File: config.mk
export PLATFORM = sky130hd
export DESIGN_NAME = ppc_parallel_port
export DESIGN_NICKNAME = d
export VERILOG_FILES = /design/src/ppc_pkg.sv /design/src/ppc_parallel_port.sv
export SDC_FILE = /design/constraint.sdc
export NUM_CORES = 1
export LEC_CHECK = 0
export BUFFER_PORTS_ARGS = -buffer_cell sky130_fd_sc_hd__buf_2
export CAP_MARGIN = 30
export CORE_MARGIN = 5
export CORE_UTILIZATION = 32
export CTS_BUF_LIST = sky130_fd_sc_hd__clkbuf_16
export DETAILED_ROUTE_END_ITERATION = 6
export SYNTH_ARGS = -nofsm -noshare
export SYNTH_HDL_FRONTEND = slang
export SYNTH_SLANG_ARGS = --single-unit
export TNS_END_PERCENT = 1
File: constraint.sdc
create_clock -name i_clock -period 13.6 [get_ports i_clock]
set_clock_uncertainty 0.15 [all_clocks]
set_input_delay 2.04 -clock i_clock [delete_from_list [all_inputs] [get_ports i_clock]]
set_output_delay 2.04 -clock i_clock [all_outputs]
set_load 0.05 [all_outputs]
File: src/ppc_pkg.sv
// shared constants for the parallel port and divided clock output block
package ppc_pkg;

	// ==========================================================
	// port numbering as seen on the select inputs
	localparam logic [3:0] PORT_BUS_MUX   = 4'h0;  // bus_multiplex_port
	localparam logic [3:0] PORT_ONE       = 4'h1;
	localparam logic [3:0] PORT_HIGH_ADDR = 4'h2;  // high_address_port
	localparam logic [3:0] PORT_ANALOG_A  = 4'h7;  // analog_input_port_a
	localparam logic [3:0] PORT_ANALOG_B  = 4'h8;  // analog_input_port_b
	localparam logic [3:0] PORT_NINE      = 4'h9;

	// ==========================================================
	// array geometry and reset values
	localparam int         NUM_DIG_PORTS  = 8;      // ports 0..6 and 9
	localparam int         IDX_NINE       = 7;      // array slot of port 9
	localparam logic [7:0] LATCH_RESET    = 8'hFF;  // all latches high after reset
	localparam logic [7:0] DIR_RESET      = 8'hFF;  // all lines inputs after reset
	localparam int         CLK_OUT_BIT    = 6;      // port_one_bit_six
	localparam int         CLK_ENABLE_BIT = 6;      // enable bit in converter_control_reg0

	// ==========================================================
	// divided clock output: periods and half periods in oscillator cycles
	localparam int         OSC_PER_CLK_FAST = 6;   // prescale clear: fosc/6
	localparam int         OSC_PER_CLK_SLOW = 12;  // prescale set: fosc/12
	localparam int         SLOW_DOWN_FACTOR = 8;
	localparam logic [6:0] HALF_FAST = 7'(OSC_PER_CLK_FAST / 2);
	localparam logic [6:0] HALF_SLOW = 7'(OSC_PER_CLK_SLOW / 2);
	localparam logic [6:0] HALF_FAST_SD = 7'(OSC_PER_CLK_FAST * SLOW_DOWN_FACTOR / 2);
	localparam logic [6:0] HALF_SLOW_SD = 7'(OSC_PER_CLK_SLOW * SLOW_DOWN_FACTOR / 2);
	localparam logic       PRESCALE_RESET = 1'b1;  // divide by twelve out of reset

endpackage

File: src/ppc_parallel_port.sv
// parallel i/o ports, external bus multiplexing and divided clock output
//
// Functional notes
// - sixty-four lines as eight 8-bit ports
// - each bit: latch, driver, input buffer
// - one mode bit selects quasi or bidirectional
// - bus port carries low address then data
// - high address only when address 16 bits
// - analog ports input-only, writes ignored
// - analog ports read byte-wide together
// - latch captures internal bus on write strobe
// - latch read returns stored latch value
// - pin read returns sensed line level
// - instruction chooses latch or pin read
// - enable bit drives divided clock on pin while its latch bit is one
// - prescale clear /6, set /12, reset /12
// - slow-down divides clock output by eight
// - reset sets latches of ports 0-6 high
// - reset selects quasi-bidirectional structure
// - direction zero output, one input, reset ones
`timescale 1ns/1ps

module ppc_parallel_port (
	input  wire logic                  i_clock,
	input  wire logic                  i_rst,
	// internal bus access
	input  wire logic                  i_wr_strobe,          // write-to-latch pulse
	input  wire logic [3:0]            i_wr_port,
	input  wire logic [7:0]            i_wr_data,
	input  wire logic                  i_dir_access,         // target direction registers
	input  wire logic                  i_rd_strobe,
	input  wire logic [3:0]            i_rd_port,
	input  wire logic                  i_rd_from_latch,      // 1 latch path, 0 pin path
	output logic      [7:0]            o_rd_data,
	output logic                       o_rd_valid,
	// control bits
	input  wire logic                  i_port_style_select,  // 0 quasi, 1 bidirectional
	input  wire logic                  i_clock_out_prescale, // 0 /6, 1 /12
	input  wire logic [7:0]            i_converter_control_reg0,
	input  wire logic                  i_slow_down,
	// external memory bus
	input  wire logic                  i_ext_active,
	input  wire logic                  i_ext_addr_phase,
	input  wire logic                  i_ext_wide_addr,
	input  wire logic                  i_ext_write,
	input  wire logic [15:0]           i_ext_addr,
	input  wire logic [7:0]            i_ext_wdata,
	output logic      [7:0]            o_ext_rdata,
	// pins: slot 0..6 are ports 0..6, slot 7 is port 9
	input  wire logic [7:0][7:0]       i_pin_in,
	output logic      [7:0][7:0]       o_pin_out,
	output logic      [7:0][7:0]       o_pin_oe,
	input  wire logic [7:0]            i_analog_a_in,
	input  wire logic [7:0]            i_analog_b_in
);

	// ==========================================================
	// storage
	logic [7:0][7:0] latch_reg;   // port bit latches
	logic [7:0][7:0] dir_reg;     // direction registers
	logic [7:0][7:0] pin_s1_reg;  // first synchroniser stage
	logic [7:0][7:0] pin_reg;     // synchronised pin levels
	logic [7:0]      ana_a_s1_reg;
	logic [7:0]      ana_a_reg;
	logic [7:0]      ana_b_s1_reg;
	logic [7:0]      ana_b_reg;
	logic [6:0]      div_cnt_reg; // divided clock half-period counter
	logic            clk_div_reg; // divided clock level
	logic [6:0]      half_next;   // current half-period length

	// maps a port number to its array slot; analog and unused give none
	function automatic logic [3:0] slot_of(input logic [3:0] port);
		logic [3:0] s;
		s = 4'hF;
		if (port <= 4'h6)
			s = port;
		else if (port == ppc_pkg::PORT_NINE)
			s = 4'(ppc_pkg::IDX_NINE);
		return s;
	endfunction

	logic [3:0] wr_slot;
	logic [3:0] rd_slot;
	assign wr_slot = slot_of(i_wr_port);
	assign rd_slot = slot_of(i_rd_port);

	// ==========================================================
	// input synchronisers: pins are foreign to the clock
	always_ff @(posedge i_clock or posedge i_rst) begin
		if (i_rst) begin
			pin_s1_reg   <= '0;
			pin_reg      <= '0;
			ana_a_s1_reg <= 8'h00;
			ana_a_reg    <= 8'h00;
			ana_b_s1_reg <= 8'h00;
			ana_b_reg    <= 8'h00;
		end else begin
			pin_s1_reg   <= i_pin_in;
			pin_reg      <= pin_s1_reg;
			ana_a_s1_reg <= i_analog_a_in;
			ana_a_reg    <= ana_a_s1_reg;
			ana_b_s1_reg <= i_analog_b_in;
			ana_b_reg    <= ana_b_s1_reg;
		end
	end

	// ==========================================================
	// latches and direction registers, one slot per digital port
	genvar g;
	generate
		for (g = 0; g < ppc_pkg::NUM_DIG_PORTS; g++) begin : g_port
			// write strobe clocks the internal bus into the chosen register
			always_ff @(posedge i_clock or posedge i_rst) begin
				if (i_rst) begin
					latch_reg[g] <= ppc_pkg::LATCH_RESET;
					dir_reg[g]   <= ppc_pkg::DIR_RESET;
				end else if (i_wr_strobe && wr_slot == 4'(g)) begin
					// analog ports never match a slot, so their writes vanish
					if (i_dir_access)
						dir_reg[g]   <= i_wr_data;
					else
						latch_reg[g] <= i_wr_data;
				end
			end
		end
	endgenerate

	// ==========================================================
	// divided clock generator; runs always so the pin phase is steady
	always_comb begin
		if (i_slow_down)
			half_next = i_clock_out_prescale ? ppc_pkg::HALF_SLOW_SD : ppc_pkg::HALF_FAST_SD;
		else
			half_next = i_clock_out_prescale ? ppc_pkg::HALF_SLOW : ppc_pkg::HALF_FAST;
	end

	always_ff @(posedge i_clock or posedge i_rst) begin
		if (i_rst) begin
			div_cnt_reg <= 7'h00;
			clk_div_reg <= 1'b0;
		end else if (div_cnt_reg >= half_next - 7'h01) begin
			// toggle at each half period
			div_cnt_reg <= 7'h00;
			clk_div_reg <= ~clk_div_reg;
		end else begin
			div_cnt_reg <= div_cnt_reg + 7'h01;
		end
	end

	// ==========================================================
	// pin drivers; registered so outputs come from flip-flops
	logic clk_out_en;
	assign clk_out_en = i_converter_control_reg0[ppc_pkg::CLK_ENABLE_BIT];

	always_ff @(posedge i_clock or posedge i_rst) begin
		if (i_rst) begin
			o_pin_out <= '0;
			o_pin_oe  <= '0;   // quasi mode with latches high: nothing pulls low
		end else begin
			for (int p = 0; p < ppc_pkg::NUM_DIG_PORTS; p++) begin
				if (i_port_style_select) begin
					// bidirectional: direction zero drives the latch
					o_pin_out[p] <= latch_reg[p];
					o_pin_oe[p]  <= ~dir_reg[p];
				end else begin
					// quasi: only a zero is driven hard, a one is left to pull-ups
					o_pin_out[p] <= 8'h00;
					o_pin_oe[p]  <= ~latch_reg[p];
				end
			end
			// alternate clock function gated by the latch bit
			if (clk_out_en) begin
				o_pin_out[ppc_pkg::PORT_ONE][ppc_pkg::CLK_OUT_BIT] <=
					latch_reg[ppc_pkg::PORT_ONE][ppc_pkg::CLK_OUT_BIT] & clk_div_reg;
				o_pin_oe[ppc_pkg::PORT_ONE][ppc_pkg::CLK_OUT_BIT]  <=
					latch_reg[ppc_pkg::PORT_ONE][ppc_pkg::CLK_OUT_BIT];
			end
			// external bus overrides port 0: address then data
			if (i_ext_active) begin
				o_pin_out[ppc_pkg::PORT_BUS_MUX] <= i_ext_addr_phase ? i_ext_addr[7:0]
					: i_ext_wdata;
				o_pin_oe[ppc_pkg::PORT_BUS_MUX]  <= {8{i_ext_addr_phase | i_ext_write}};
			end
			// high byte only for wide addresses, else latch contents stay
			if (i_ext_active && i_ext_wide_addr) begin
				o_pin_out[ppc_pkg::PORT_HIGH_ADDR] <= i_ext_addr[15:8];
				o_pin_oe[ppc_pkg::PORT_HIGH_ADDR]  <= 8'hFF;
			end
		end
	end

	// ==========================================================
	// read path: latch or pin chosen per access, analog byte-wide
	always_ff @(posedge i_clock or posedge i_rst) begin
		if (i_rst) begin
			o_rd_data  <= 8'h00;
			o_rd_valid <= 1'b0;
			o_ext_rdata <= 8'h00;
		end else begin
			o_rd_valid  <= i_rd_strobe;
			o_ext_rdata <= pin_reg[ppc_pkg::PORT_BUS_MUX];
			if (i_rd_strobe) begin
				if (i_rd_port == ppc_pkg::PORT_ANALOG_A)
					o_rd_data <= ana_a_reg;
				else if (i_rd_port == ppc_pkg::PORT_ANALOG_B)
					o_rd_data <= ana_b_reg;
				else if (rd_slot == 4'hF)
					o_rd_data <= 8'h00;
				else if (i_dir_access)
					o_rd_data <= dir_reg[rd_slot[2:0]];
				else if (i_rd_from_latch)
					o_rd_data <= latch_reg[rd_slot[2:0]];
				else
					o_rd_data <= pin_reg[rd_slot[2:0]];
			end
		end
	end
endmodule

After elaboration in Yosys (flattened, before gate mapping)
Cells that the tools add are included.

storage, ports and cells
  output and inout port bits = 145
  register bits after elaboration = 441
  input bits = 141
  logic and storage cells = 163

cells by class
  magnitude comparators = 4
  bitwise gates (word level) = 20
  reduce and logical (&&, ||, !) cells = 26
  eq/ne operators = 12
  muxes and demuxes = 42
  $add $sub $neg = 2

operator list
  kind                 number
  $mux 8               29
  $not 8->8            16
  $bmux 8 s3           3
  $reduce_and 2->1     16
  $eq 4x3->1 const B   5
  $eq 4x4->1 const B   4
  $mux 4               4
  $mux 6               2
  $logic_and 1x1->1    9
  $eq 4x2->1 const B   2
  $le 4x3->1 const B   2
  $add 7x1->7 const B  1
  $ge 7x7->1           1
  $mux 7               1
  $sub 7x1->7 const B  1
  $eq 4x1->1 const B   1
  $logic_not 4->1      1
  $lt 3x4->1 const B   1
  $mux 3               1
  $mux 1               2
  $not 1->1            2
  $and 1x1->1          1
  $or 1x1->1           1

Depth between registers and ports, before layout
  word-level depth = 10
  gate-level depth with buffers = 9
  depth with buffers taken out = 8

Least setup slack after synthesis
Ideal clock, no wire load.

  path type = input port to flip-flop
  from = input port i_clock_out_prescale
  to = register clk_div_reg
  stages = 8
  library setup time = 0.149 ns
  required time = 13.301 ns
  setup slack = 9.900 ns
  path buffers = 0
  arrival time = 3.402 ns
  cell sequence = or2_2 ha_1 nand2b_1 a21oi_1 nor2b_1 o211ai_1 a21oi_1 xor2_1

between the ends
  cells in the longest elaborated chain, start to end = 4
  elaborated cells on any way between the ends = 5
  those cells by class = add/sub (1); order compare (1); mux (3)

RTL lines
  what                                     RTL line                                            source
  from (decl)                              ppc_parallel_port.sv:38                             input wire logic i_clock_out_prescale,
  $mux 3 / $mux 6 (equally long branches)  ppc_parallel_port.sv:134, ppc_parallel_port.sv:132
  $mux 6 (*)                               ppc_parallel_port.sv:131                            if (i_slow_down)
  $sub 7x1->7 (*)                          ppc_parallel_port.sv:141                            end else if (div_cnt_reg >= half_next - 7'h01) begin
  $ge 7x7->1 (*)                           ppc_parallel_port.sv:141
  to (signal assigned)                     ppc_parallel_port.sv:144                            clk_div_reg <= ~clk_div_reg;
  to (decl)                                ppc_parallel_port.sv:68                             logic clk_div_reg;

Every way passes the cells marked *; elsewhere a longest branch is shown, timed or not.
A chain may end at the register's enable or synchronous reset.

Final worst setup path
  from = input port i_rd_port[0]
  to = register o_rd_data[6]

between the ends
  cells in the longest elaborated chain, start to end = 9
  elaborated cells on any way between the ends = 18
  those cells by class = order compare (1); eq/ne (4); mux (13)

RTL lines
  what                                  RTL line                                            source
  from (decl)                           ppc_parallel_port.sv:32                             input wire logic [3:0] i_rd_port,
  $le 4x3->1                            ppc_parallel_port.sv:75                             if (port <= 4'h6)
  $mux 4                                ppc_parallel_port.sv:75
  $bmux 8 s3, on equally long branches  ppc_parallel_port.sv:214, ppc_parallel_port.sv:212
  $mux 8, on equally long branches      ppc_parallel_port.sv:214, ppc_parallel_port.sv:212
  $mux 8                                ppc_parallel_port.sv:211                            else if (i_rd_from_latch)
  $mux 8                                ppc_parallel_port.sv:209                            else if (i_dir_access)
  $mux 8                                ppc_parallel_port.sv:207                            else if (rd_slot == 4'hF)
  $mux 8                                ppc_parallel_port.sv:205                            else if (i_rd_port == ppc_pkg::PORT_ANALOG_B)
  $mux 8 (*)                            ppc_parallel_port.sv:203                            if (i_rd_port == ppc_pkg::PORT_ANALOG_A)
  to (signal assigned)                  ppc_parallel_port.sv:204                            o_rd_data <= ana_a_reg;
  to (signal assigned)                  ppc_parallel_port.sv:206                            o_rd_data <= ana_b_reg;
  to (signal assigned)                  ppc_parallel_port.sv:210                            o_rd_data <= dir_reg[rd_slot[2:0]];
  to (decl)                             ppc_parallel_port.sv:34                             output logic [7:0] o_rd_data,

Every way passes the cells marked *; elsewhere a longest branch is shown, timed or not. The select of a mux whose other input is x is not followed.

==> key figures <==
Synthesis
  • Main flop type after synthesis: dfrtp_1
  • Seq/Total Area, Yosys: 67.1%
  • #FFs+latches synth: 441
  • Avg Synthesized Cell Area: 14.6 um^2
  • Synth Warn #: 0
  • Asr flop ratio synth: 100%
  • Synth top area cells: dfrtp_1, dfstp_2, mux2_2
  • Netlist cell types: 66
  • Top-area cell type share of the netlist area: 47.0%
  • Synth Net Count: 1294
  • Area leader, netlist: dfrtp_1
  • Post-Synthesis Cells: 1145
  • Post-Syn Area: 0.0167 mm^2
  • EDFF count, synth: 0

Critical path
  • Critical path startpoint category: input pin
  • Crit path depth: 8
  • Worst Path Max Fanout: 37
  • Worst path slowest cell: buf_4
  • Cells along the critical path: buf_4 > buf_4 > nand2b_1 > o221ai_1 > o31ai_1 > o221ai_1 > a221o_1 > nand2_1
  • CP bufs+invs: 2
  • Crit Path Class: input pin to flip-flop
  • Delay-heaviest family, CP: compound AO/OA/AOI/OAI gates
  • Critical Path Sink Type: flip-flop
  • Worst-case reg-to-reg path depth: 6
  • Required time worst endpoint: 13900 ps
  • Max incr delay on CP: 620 ps
  • Arr. time, crit path: 4870 ps

Cells and area
  • Area growth syn-to-layout: 21.9%
  • Design area: 0.0203 mm^2
  • Share of cells above drive strength 1: 43.9%
  • Area of the multi-input gates: 0.00512 mm^2
  • Fillers: 4862
  • Commonest non-fill, non-tap cell in the layout: dfrtp_1
  • Storage cell area: 0.0112 mm^2
  • Layout net count: 1575
  • Most frequent cells in the layout: dfrtp_1, buf_2, mux2_2

Global route
  • Global-route wire length before repair: 69100 um
  • Initial antenna violation count: 4
  • Global route overflow: 0
  • Total GRT Usage: 16.1%
  • Largest net degree at the start of global routing: 80
  • Vias in the first global route: 10643

Timing
  • Max_slew headroom: 41.5%
  • Final Max Slew Viols: 0
  • RSZ-0062 raised after global routing: no
  • Final count of negative-setup-slack endpoints: 0
  • Fin crit period: 4570 ps
  • Setup tns final: 0 ps
  • Worst-Margin Slew: 878 ps
  • Fin. Hold Viols: 0
  • FMAX: 219 MHz
  • Tcrit/Tclk final: 33.6%
  • Hold_ws: 191 ps

Detailed routing
  • # DRC: 0
  • ANT nets after route: 0
  • Drt total wl: 46400 um
  • Met2 Routed Length: 21500 um
  • Met1 wire length: 20600 um
  • DR iter-0 viols: 547
  • Top routing layer in use: met5
  • Routed wire per std cell: 21.6 um
  • Via Count: 10102
  • Met3 WL: 2950 um
  • Drt pass-1 iters: 4
  • DR vias/cell: 4.71

Clock tree
  • H-tree levels: 2
  • Root buffer cell: clkbuf_16
  • Sink Count: 441
  • Post-CTS sizing: 0
  • Clock tree buffer depth: 3
  • Clk Latency, worst-skew pair: 590 ps
  • Hold Buf Count CTS: 0
  • Num CTS Buffers: 48
  • Post-CTS Setup Repair Bufs: 0
  • Clk slew on worst S/H paths: 70 ps
  • CTS tree: built

Floorplan
  • Initial Utilization: 32.4%
  • Cell row count: 83
  • Chip Width: 238 um
  • Die area: 0.0568 mm^2
  • Vert. Die Dim: 238 um
  • IO Pins: 286
  • Core area: 0.0515 mm^2

Place
  • Input/output buffers: 278
  • DP Area: 0.0187 mm^2
  • HPWL Detailed: 33000 um
  • GPL Wtd Cong: 0.838

Power
  • Pleak: 9.20 nW
  • Sw frac: 30.5%
  • Combinational power share: 18.0%
  • Pwr per Cell Area: 177 mW/mm^2
  • Int Pwr: 0.00250 W
  • Clock power share: 36.1%
  • Sw power: 0.00110 W
  • Max IR drop VDD: 0.0974 mV
  • Seq pwr share: 46.0%

Min path
  • Hold crit path type: flip-flop to flip-flop
  • Hold Path Stages: 0

Status
  • Status: finished clean

Run
  • # Max-Cap Violations: 0
-- power by group through the flow --
stage          clock network, W  logic [W]  registers (W)
6_report                0.00130   0.000646        0.00165
3_3_place_gp                  0   0.000644        0.00167
4_1_cts                 0.00134   0.000657        0.00166
3_5_place_dp                  0   0.000654        0.00168
2_1_floorplan                 0   0.000248        0.00185
5_1_grt                 0.00139   0.000692        0.00168
-- cell usage after synthesis (6+ instances only) --
master,n
nand3_1,17
o221ai_1,15
dfrtp_1,313
nor2_1,32
a22oi_1,8
mux2_2,134
o21ai_1,6
mux2_1,35
a31oi_1,6
buf_2,14
nand2_1,76
o21ai_0,42
a21oi_1,17
mux2i_1,88
buf_4,6
clkbuf_1,26
nor2b_1,8
ha_1,8
buf_6,7
nand2b_1,6
dfstp_2,128
and2_1,49
o22ai_1,15
-- through the flow --
stage / std cells / worst slack [ps] / util, % / power [W]
2_1_floorplan: 1145 / 5560 / - / 0.00210
3_3_place_gp: 2054 / 8520 / 36.2 / 0.00232
3_5_place_dp: 2055 / 8500 / 36.3 / 0.00233
4_1_cts: 2145 / 9110 / 39.4 / 0.00365
5_1_grt: 2147 / 8970 / 39.5 / 0.00376
6_report: 2147 / 9030 / 39.5 / 0.00360
-- path summary, 6_finish.rpt --
kind,endpoint,slack [ps],start
worst max-delay path,o_rd_data[6],9030,i_rd_port[0]
worst min-delay path,pin_reg[62],190,pin_s1_reg[62]
worst max register to register,o_rd_data[6],11530,latch_reg[6]
worst min register to register,pin_reg[62],190,pin_s1_reg[62]
max in group asynchronous,div_cnt_reg[0],9680,i_rst
min in group asynchronous,pin_s1_reg[46],1470,i_rst
-- per-layer routing --
layer	GRT usage (%)	vias to the layer above
li1	-	4608
met1	22.0	5068
met2	25.0	332
met3	4.30	88
met4	5.25	6
met5	0	-
-- cell type report --
cell class,instances,share of cell area [%]
clock buffers,52,6.40
repair buffers,290,7.51
well taps,680,4.18
inverters,5,0.111
flip-flops and latches,441,55.1
clock inverters,38,1.52
multi-input cells,640,25.2
diodes,1,0.0123
-- kinds of logic (layout without fill, tap and decap cells) --
family          count (synthesis)  count (layout)  share of synthesized area, %
mux                           261             261                          17.2
buf+inv                        64             385                          2.13
other cells                     1               2                        0.0225
fa+ha+maj                       8               8                         0.600
simple gates                  222             222                          6.90
compound gates                142             142                          5.66
flops                         441             441                          67.1
xor+xnor                        6               6                         0.315
No activity file was read; power rests on OpenSTA's default activity.
